### config.mk
export PLATFORM = sky130hd
export DESIGN_NAME = crtt_raster
export DESIGN_NICKNAME = d
export VERILOG_FILES = /design/src/core/crtt_pkg.sv /design/src/core/crtt_raster.sv
export SDC_FILE = /design/constraint.sdc
export NUM_CORES = 1
export LEC_CHECK = 0
export BUFFER_PORTS_ARGS = -buffer_cell sky130_fd_sc_hd__buf_2
export CAP_MARGIN = 20
export CORE_MARGIN = 3
export CORE_UTILIZATION = 52
export CTS_CLUSTER_DIAMETER = 80
export CTS_CLUSTER_SIZE = 30
export DETAILED_ROUTE_END_ITERATION = 10
export GPL_TIMING_DRIVEN = 0
export PLACE_DENSITY = 0.81
export SLEW_MARGIN = 30
export SYNTH_ARGS = -nofsm -noshare
export SYNTH_HDL_FRONTEND = slang
export SYNTH_SLANG_ARGS = --single-unit
### constraint.sdc
create_clock -name ref_clk -period 4.3 [get_ports ref_clk]
set_input_delay 0.86 -clock ref_clk [delete_from_list [all_inputs] [get_ports ref_clk]]
set_output_delay 0.86 -clock ref_clk [all_outputs]
set_load 0.01 [all_outputs]
### src/core/crtt_pkg.sv
// Package of constants and types for the CRT raster row and line timing block
package crtt_pkg;

  // ****************************************************************
  // Register map, byte offsets on the APB
  // ****************************************************************
  localparam logic [7:0] CRTT_REG_FMT0 = 8'h00;
  localparam logic [7:0] CRTT_REG_FMT1 = 8'h04;
  localparam logic [7:0] CRTT_REG_STAT = 8'h08;

  // ****************************************************************
  // Field positions
  // ****************************************************************
  // Format word 0: characters per row minus one, retrace length minus one
  localparam int CRTT_F0_CHARS_LSB = 0;
  localparam int CRTT_F0_HRET_LSB = 8;
  // Format word 1: lines, underline, mode, rows, vertical retrace, enable
  localparam int CRTT_F1_LINES_LSB = 0;
  localparam int CRTT_F1_UL_LSB = 4;
  localparam int CRTT_F1_MODE_BIT = 8;
  localparam int CRTT_F1_ROWS_LSB = 16;
  localparam int CRTT_F1_VRET_LSB = 24;
  localparam int CRTT_F1_EN_BIT = 31;
  // Status word
  localparam int CRTT_ST_LINE_LSB = 0;
  localparam int CRTT_ST_ROW_LSB = 8;
  localparam int CRTT_ST_CHAR_LSB = 16;
  localparam int CRTT_ST_HRET_BIT = 24;
  localparam int CRTT_ST_VRET_BIT = 25;
  localparam int CRTT_ST_BUF_BIT = 26;

  // ****************************************************************
  // Reset values and limits
  // ****************************************************************
  localparam logic [31:0] CRTT_FMT0_RST = 32'h0000_134F;  // 80 chars, 20 retrace
  localparam logic [31:0] CRTT_FMT1_RST = 32'h0118_00B9;  // 10 lines, ul 11, 25 rows, 2 vret
  localparam logic [6:0] CRTT_CHARS_MAX_M1 = 7'h4F;      // 80 characters
  localparam logic [4:0] CRTT_HRET_MIN_M1 = 5'h01;       // 2 character times

  // ****************************************************************
  // Types
  // ****************************************************************
  typedef struct packed {
    logic enable;
    logic [1:0] vret_m1;
    logic [5:0] rows_m1;
    logic mode1;
    logic [3:0] underline;
    logic [3:0] lines_m1;
    logic [4:0] hret_m1;
    logic [6:0] chars_m1;
  } crtt_cfg_t;

  typedef enum logic [1:0] {
    CRTT_H_DISP = 2'b01,
    CRTT_H_RET = 2'b10
  } crtt_hphase_t;

  typedef enum logic [1:0] {
    CRTT_V_ROWS = 2'b01,
    CRTT_V_RET = 2'b10
  } crtt_vphase_t;

endpackage : crtt_pkg

### src/core/crtt_raster.sv
// Raster timing, line counter and row format logic with an APB register slave
// Behaviour
// - Line address holds during a sweep, advances in horizontal retrace, row repeats.
// - Lines per character row are programmable from one to sixteen.
// - Mode zero puts the line number itself on the line address.
// - Mode one lags by one; line zero shows the row's last count.
// - Underline line is 0 to 15, compared against the line number.
// - Underline line above seven blanks the top and bottom lines of rows.
// - Underline beyond the lines per row never appears.
// - Blanking uses video suppress; underline uses light enable.
// - Character counter counts 1 to 80 characters, then 2 to 32 retrace.
// - Line counter drives line address and advances the row counter at wrap.
// - Row counter counts 1 to 64 rows, then 1 to 4 retrace rows.
// - Row counter swaps the row buffers and tracks rows displayed.
// - Video suppress is active through all horizontal and vertical retrace.
// - Horizontal and vertical retrace outputs follow the programmed intervals.
`timescale 1ns/100ps
`default_nettype none

module crtt_raster (
  input wire logic ref_clk,
  input wire logic resetn,
  input wire logic psel,
  input wire logic penable,
  input wire logic pwrite,
  input wire logic [7:0] paddr,
  input wire logic [31:0] pwdata,
  output logic [31:0] prdata,
  output logic pready,
  output logic pslverr,
  input wire logic char_clock_in,
  output logic [3:0] line_address_out,
  output logic video_suppress_out,
  output logic light_enable_out,
  output logic horiz_retrace_out,
  output logic vert_retrace_out,
  output logic buffer_select_out
);
  import crtt_pkg::*;

  // ****************************************************************
  // Reset and character clock synchronisers
  // ****************************************************************
  logic rst_meta;
  logic rst_n;
  logic char_clock_in_meta;
  logic char_clock_in_sync;
  logic char_clock_in_last;
  logic tick;

  // Reset asserts at once and releases through two flops
  always_ff @(posedge ref_clk or negedge resetn) begin
    if (!resetn) begin
      rst_meta <= 1'b0;
      rst_n <= 1'b0;
    end else begin
      rst_meta <= 1'b1;
      rst_n <= rst_meta;
    end
  end

  // Character clock is a pin; the first flop feeds only the second
  always_ff @(posedge ref_clk or negedge rst_n) begin
    if (!rst_n) begin
      char_clock_in_meta <= 1'b0;
      char_clock_in_sync <= 1'b0;
      char_clock_in_last <= 1'b0;
    end else begin
      char_clock_in_meta <= char_clock_in;
      char_clock_in_sync <= char_clock_in_meta;
      char_clock_in_last <= char_clock_in_sync;
    end
  end

  // One character time per rising edge of the character clock
  assign tick = char_clock_in_sync & ~char_clock_in_last;

  // ****************************************************************
  // Register file
  // ****************************************************************
  logic [31:0] fmt0;
  logic [31:0] fmt1;
  crtt_cfg_t cfg;
  logic acc_wr;
  logic addr_hit;
  logic [31:0] next_prdata;

  // Zero wait states: every access completes in its first access cycle
  assign pready = 1'b1;
  assign acc_wr = psel & penable & pwrite;
  assign addr_hit = (paddr == CRTT_REG_FMT0) || (paddr == CRTT_REG_FMT1) || (paddr == CRTT_REG_STAT);
  assign pslverr = psel & penable & ~addr_hit;

  // Format words; status is read only and a write to it is ignored
  always_ff @(posedge ref_clk or negedge rst_n) begin
    if (!rst_n) begin
      fmt0 <= CRTT_FMT0_RST;
      fmt1 <= CRTT_FMT1_RST;
    end else if (acc_wr) begin
      if (paddr == CRTT_REG_FMT0) begin
        fmt0 <= pwdata;
      end
      if (paddr == CRTT_REG_FMT1) begin
        fmt1 <= pwdata;
      end
    end
  end

  // Unpack format; out-of-range counts are clamped so the raster never stalls
  always_comb begin
    cfg.chars_m1 = fmt0[CRTT_F0_CHARS_LSB +: 7];
    if (cfg.chars_m1 > CRTT_CHARS_MAX_M1) begin
      cfg.chars_m1 = CRTT_CHARS_MAX_M1;
    end
    cfg.hret_m1 = fmt0[CRTT_F0_HRET_LSB +: 5];
    if (cfg.hret_m1 < CRTT_HRET_MIN_M1) begin
      cfg.hret_m1 = CRTT_HRET_MIN_M1;
    end
    cfg.lines_m1 = fmt1[CRTT_F1_LINES_LSB +: 4];
    cfg.underline = fmt1[CRTT_F1_UL_LSB +: 4];
    cfg.mode1 = fmt1[CRTT_F1_MODE_BIT];
    cfg.rows_m1 = fmt1[CRTT_F1_ROWS_LSB +: 6];
    cfg.vret_m1 = fmt1[CRTT_F1_VRET_LSB +: 2];
    cfg.enable = fmt1[CRTT_F1_EN_BIT];
  end

  // ****************************************************************
  // Character counter
  // ****************************************************************
  crtt_hphase_t hphase;
  logic [6:0] char_cnt;
  logic line_end;

  // Last character of the displayed part of a sweep
  assign line_end = tick && (hphase == CRTT_H_DISP) && (char_cnt == cfg.chars_m1);

  // Displayed characters, then retrace, forever while enabled
  always_ff @(posedge ref_clk or negedge rst_n) begin
    if (!rst_n) begin
      hphase <= CRTT_H_DISP;
      char_cnt <= 7'h00;
    end else if (!cfg.enable) begin
      hphase <= CRTT_H_DISP;
      char_cnt <= 7'h00;
    end else if (tick) begin
      case (hphase)
        CRTT_H_DISP: begin
          if (line_end) begin
            hphase <= CRTT_H_RET;
            char_cnt <= 7'h00;
          end else begin
            char_cnt <= char_cnt + 7'h01;
          end
        end
        CRTT_H_RET: begin
          if (char_cnt[4:0] == cfg.hret_m1) begin
            hphase <= CRTT_H_DISP;
            char_cnt <= 7'h00;
          end else begin
            char_cnt <= char_cnt + 7'h01;
          end
        end
        default: begin
          hphase <= CRTT_H_DISP;
          char_cnt <= 7'h00;
        end
      endcase
    end
  end

  // ****************************************************************
  // Line counter
  // ****************************************************************
  logic [3:0] line_num;
  logic row_end;

  // Last line of a character row reached at the end of its sweep
  assign row_end = line_end && (line_num == cfg.lines_m1);

  // Holds through the sweep and steps as horizontal retrace begins
  always_ff @(posedge ref_clk or negedge rst_n) begin
    if (!rst_n) begin
      line_num <= 4'h0;
    end else if (!cfg.enable) begin
      line_num <= 4'h0;
    end else if (row_end) begin
      line_num <= 4'h0;
    end else if (line_end) begin
      line_num <= line_num + 4'h1;
    end
  end

  // ****************************************************************
  // Row counter and buffer steering
  // ****************************************************************
  crtt_vphase_t vphase;
  logic [5:0] row_cnt;
  logic buf_sel;

  // Displayed rows, then vertical retrace in whole row periods
  always_ff @(posedge ref_clk or negedge rst_n) begin
    if (!rst_n) begin
      vphase <= CRTT_V_ROWS;
      row_cnt <= 6'h00;
    end else if (!cfg.enable) begin
      vphase <= CRTT_V_ROWS;
      row_cnt <= 6'h00;
    end else if (row_end) begin
      case (vphase)
        CRTT_V_ROWS: begin
          if (row_cnt == cfg.rows_m1) begin
            vphase <= CRTT_V_RET;
            row_cnt <= 6'h00;
          end else begin
            row_cnt <= row_cnt + 6'h01;
          end
        end
        CRTT_V_RET: begin
          if (row_cnt[1:0] == cfg.vret_m1) begin
            vphase <= CRTT_V_ROWS;
            row_cnt <= 6'h00;
          end else begin
            row_cnt <= row_cnt + 6'h01;
          end
        end
        default: begin
          vphase <= CRTT_V_ROWS;
          row_cnt <= 6'h00;
        end
      endcase
    end
  end

  // Display and fill buffers swap roles at each displayed row boundary
  always_ff @(posedge ref_clk or negedge rst_n) begin
    if (!rst_n) begin
      buf_sel <= 1'b0;
    end else if (row_end && (vphase == CRTT_V_ROWS)) begin
      buf_sel <= ~buf_sel;
    end
  end

  // ****************************************************************
  // Video controls
  // ****************************************************************
  logic [3:0] next_line_addr;
  logic ul_hit;
  logic edge_blank;
  logic in_hret;
  logic in_vret;

  assign in_hret = cfg.enable && (hphase == CRTT_H_RET);
  assign in_vret = cfg.enable && (vphase == CRTT_V_RET);

  // Line address in either mode; mode one wraps line zero to the last count
  always_comb begin
    if (!cfg.mode1) begin
      next_line_addr = line_num;
    end else if (line_num == 4'h0) begin
      next_line_addr = cfg.lines_m1;
    end else begin
      next_line_addr = line_num - 4'h1;
    end
  end

  // Underline compares the line number; never past the last line of the row
  assign ul_hit = (line_num == cfg.underline) && (cfg.underline <= cfg.lines_m1);
  // Underline in the upper half blanks the first and last line of each row
  assign edge_blank = cfg.underline[3] && ((line_num == 4'h0) || (line_num == cfg.lines_m1));

  // Outputs come from flops, one reference clock behind the counters
  always_ff @(posedge ref_clk or negedge rst_n) begin
    if (!rst_n) begin
      line_address_out <= 4'h0;
      video_suppress_out <= 1'b1;
      light_enable_out <= 1'b0;
      horiz_retrace_out <= 1'b0;
      vert_retrace_out <= 1'b0;
      buffer_select_out <= 1'b0;
    end else begin
      line_address_out <= next_line_addr;
      video_suppress_out <= !cfg.enable || in_hret || in_vret || edge_blank;
      light_enable_out <= cfg.enable && !in_hret && !in_vret && ul_hit;
      horiz_retrace_out <= in_hret;
      vert_retrace_out <= in_vret;
      buffer_select_out <= buf_sel;
    end
  end

  // ****************************************************************
  // Register read-back
  // ****************************************************************
  // Status shows live counter state so software can follow the raster
  always_comb begin
    next_prdata = 32'h0000_0000;
    if (psel && !pwrite) begin
      case (paddr)
        CRTT_REG_FMT0: next_prdata = fmt0;
        CRTT_REG_FMT1: next_prdata = fmt1;
        CRTT_REG_STAT: begin
          next_prdata[CRTT_ST_LINE_LSB +: 4] = line_num;
          next_prdata[CRTT_ST_ROW_LSB +: 6] = row_cnt;
          next_prdata[CRTT_ST_CHAR_LSB +: 7] = char_cnt;
          next_prdata[CRTT_ST_HRET_BIT] = in_hret;
          next_prdata[CRTT_ST_VRET_BIT] = in_vret;
          next_prdata[CRTT_ST_BUF_BIT] = buf_sel;
        end
        default: next_prdata = 32'h0000_0000;
      endcase
    end
  end

  // Setup cycle loads the flop, so the access cycle still answers with no wait state
  always_ff @(posedge ref_clk or negedge rst_n) begin
    if (!rst_n) begin
      prdata <= 32'h0000_0000;
    end else begin
      prdata <= next_prdata;
    end
  end
endmodule : crtt_raster

`default_nettype wire

==> summary.txt <==
Drt
  • Drt total wl: 15900 um
  • Via density: 5.80
  • Remaining DRCs: 0
  • Routed wire length per instance: 19.1 um
  • Drt initial violations: 316
  • DRT Pass-1 Iters: 5
  • Post-DRT Antenna Nets: 0
  • Via count: just under 5k

Final layout
  • Util after Layout: 0.654
  • Share of post-route cells with drive strength above 1: 0.326
  • Fillers: 881
  • Post-Layout Cell Count: 834
  • Area Overhead vs Synth: 20.4%
  • Area of the multi-input gates: between 2000 and 3000 um2
  • Antenna Cells: 0
  • Nets: 736
  • Reg area: 3330 um2

Logic synthesis
  • Primary FF master, synth: dfrtp_1
  • Flops & latches, synth: 132
  • Synthesized area per cell: between 10 and 15 um2
  • Synthesized area: 6310 um2
  • Seq/Total Area, Yosys: 0.527
  • Cell variety after synth: 61
  • Post-synth EDFFs: 0
  • Async set-reset flop share out of synthesis: 1.00
  • Syn Inst Count: 570
  • Yosys warns: 0

Floorplanning
  • Starting Density: 0.543
  • Chip height: 116 um
  • I/O pins: slightly below 90
  • Width of the die: ~120 um
  • Core area: 11600 um2
  • Row count: 39
  • Die Area: roughly 13000 um2

Clock tree
  • Clock latency on the worst-skew pair: 420 ps
  • Clk buf depth: 2
  • Post-cts sizing count: 0
  • Clock root cell: clkbuf_16
  • Number of buffers created by CTS: 17
  • H-tree levels: 4
  • CTS tree: done
  • Reg clk slew, reported paths: roughly 50 ps
  • Clk sinks: 132
  • Post-cts hold buffer count: 0
  • Post-CTS Setup Inserts: 0

Placed design
  • DP Wirelength: 10700 um
  • Place WS: 1110 ps
  • PortBufs: 86
  • GPL Wtd Cong: 0.914
  • Placed Cells incl. Taps: 802

STA
  • Slew HR: 0.469
  • Hold_ws: 216 ps
  • Final Hold Fails: 0
  • Clk_skew: between 10 and 15 ps
  • Highest clock rate: 0.326 GHz
  • Setup tns final: 0 ps
  • Worst setup margin: 1230 ps
  • Worst slew pin tran: 797 ps
  • Endpoints failing setup: 0
  • Unrepaired setup endpoints after global routing: false
  • Tmin final: 3070 ps
  • Slew Limit Fails: 0
  • Final period util: 0.714

GRT
  • Initial antenna violation count: 0
  • Largest net degree at the start of global routing: 54
  • Vias in the first global route: between 5k and 6k
  • GRT Util Overall: 0.245
  • Total grt overflow: 0
  • Global-route wire length before repair: 25100 um

Power
  • Pwr/cell area: ~380 nW/um2
  • VDD IR max: approximately 0.31 mV
  • Lkg Pwr: ~3.7 nW

Critical path
  • Startpoint types: input port
  • CP arrival: 2210 ps
  • Critical Path RT: around 3400 ps
  • Crit path capture type: output port
  • Maximum fanout along the worst path: 10
  • Critical path class: in2out

Min path
  • Tightest Hold Check Type: in2async

Run status
  • Status: complete, no violations

Run
  • # Max-Cap Violations: 0
==> logic make-up after synthesis <==
group / count (synthesis) / share of synthesized area
AOI/OAI and AO/OA: 101 / 0.107
buffers and inverters: 52 / 0.0363
muxes: 82 / 0.142
adders and majority gates: 12 / 0.0238
and+or+nand+nor: 166 / 0.129
other: 1 / 0.000594
DFF: 132 / 0.527
xor gates and xnor gates: 24 / 0.0345
==> per-stage QoR <==
stage                     total power (W)  area, um2
after floorplan                   0.00135       6310
after global placement            0.00140       6920
after detailed placement          0.00141       6970
after CTS                         0.00290       7590
after global routing              0.00297       7600
final                             0.00288       7600
==> worst max-delay path, stage by stage <==
cell and delay (ps):
clkbuf_1 290, buf_1 650, a21oi_1 160, nor2_1 110, buf_2 140
==> cell usage after synthesis, types with 2 or more instances <==
master,instances,area [um2]
buf_1,3,11.3
dfrtp_1,113,2830
o22ai_1,2,12.5
mux2i_1,21,210
nor2_1,67,251
and2_1,4,25.0
o21ai_0,23,115
nand3_1,13,65.1
nand3b_1,2,15.0
nor3_1,2,10.0
nor3b_1,5,37.5
inv_1,17,63.8
nand2_1,36,135
ha_1,12,150
buf_4,2,15.0
a21oi_1,28,140
and4_1,2,17.5
a22oi_1,14,105
o21a_1,3,22.5
o2111ai_1,4,35.0
o211ai_1,6,45.0
and3b_1,2,17.5
or4b_1,2,20.0
clkbuf_1,19,71.3
mux2_2,59,664
buf_2,9,45.0
mux2_1,2,22.5
xnor2_1,11,96.3
xor2_1,12,105
nor2b_1,7,43.8
a21o_1,3,22.5
or3_1,3,18.8
a21boi_1,4,30.0
or2_2,6,37.5
buf_6,2,22.5
nand2b_1,5,31.3
nor4_1,3,18.8
dfstp_2,19,499
==> report_power, final <==
| group | switching [W] | internal, W |
|---|---|---|
| logic | 0.0000696 | 0.0000458 |
| registers | 0.0000167 | 0.00126 |
| clock network | 0.000518 | 0.000972 |
| total | 0.000604 | 0.00228 |
==> sequential cells by signal, summed over array words and instances, names as in the netlist, 2 cells and up <==
signal	cells
row_cnt	6
vphase	2
char_cnt	7
fmt0	32
line_num	4
hphase	2
line_address_out	4
fmt1	32
prdata	32
==> cell type report <==
class | count | share of cell area
multi-input cells | 387 | 0.364
well taps | 143 | 0.0236
repair buffers | 88 | 0.0629
inverters | 17 | 0.00840
flip-flops and latches | 132 | 0.438
clock buffers | 24 | 0.0647
clock inverters | 8 | 0.0163
plain buffers | 35 | 0.0217
==> layout by cell type (no fill, tap or decap), types with 3 or more instances in the layout <==
cell type,n
buf_2,95
nor4_1,3
o211ai_1,6
a22oi_1,14
nor3b_1,5
bufinv_16,3
o2111ai_1,4
nor2_1,67
and2_1,4
nand2_1,36
clkbuf_8,4
dfstp_2,19
dfrtp_1,112
ha_1,12
or2_2,6
inv_1,17
or3_1,3
xnor2_1,11
mux2_2,59
a21o_1,3
a21oi_1,28
a21boi_1,4
nor2b_1,7
clkbuf_1,22
nand2b_1,5
buf_1,3
mux2i_1,21
nand3_1,13
xor2_1,12
o21a_1,3
o21ai_0,23
clkbuf_16,17
==> metal layers <==
| metal | track usage | part of all wire | routed length [um] | vias to the layer above |
|---|---|---|---|---|
| li1 | - | - | - | 2196 |
| met1 | 0.302 | 0.41 | 6450 | 2406 |
| met2 | 0.415 | 0.50 | 7970 | 203 |
| met3 | 0.0549 | 0.068 | 1080 | 34 |
| met4 | 0.111 | 0.027 | 424 | 0 |
| met5 | 0 | 0 | 0 | - |
==> final timing paths <==
path	cells past startpoint	from	end	slack, ps
worst max-delay path	5	paddr[2]	pslverr	1230
worst min-delay path	1	resetn	rst_n	220
worst max register to register	6	char_cnt[5]	vphase[0]	1530
worst min register to register	0	rst_n	fmt0[15]	300
max in group asynchronous	1	rst_n	fmt0[12]	3330
min in group ref_clk	0	char_clock_in_meta	char_clock_in_sync	350
Power figures use the tool's default switching activity.
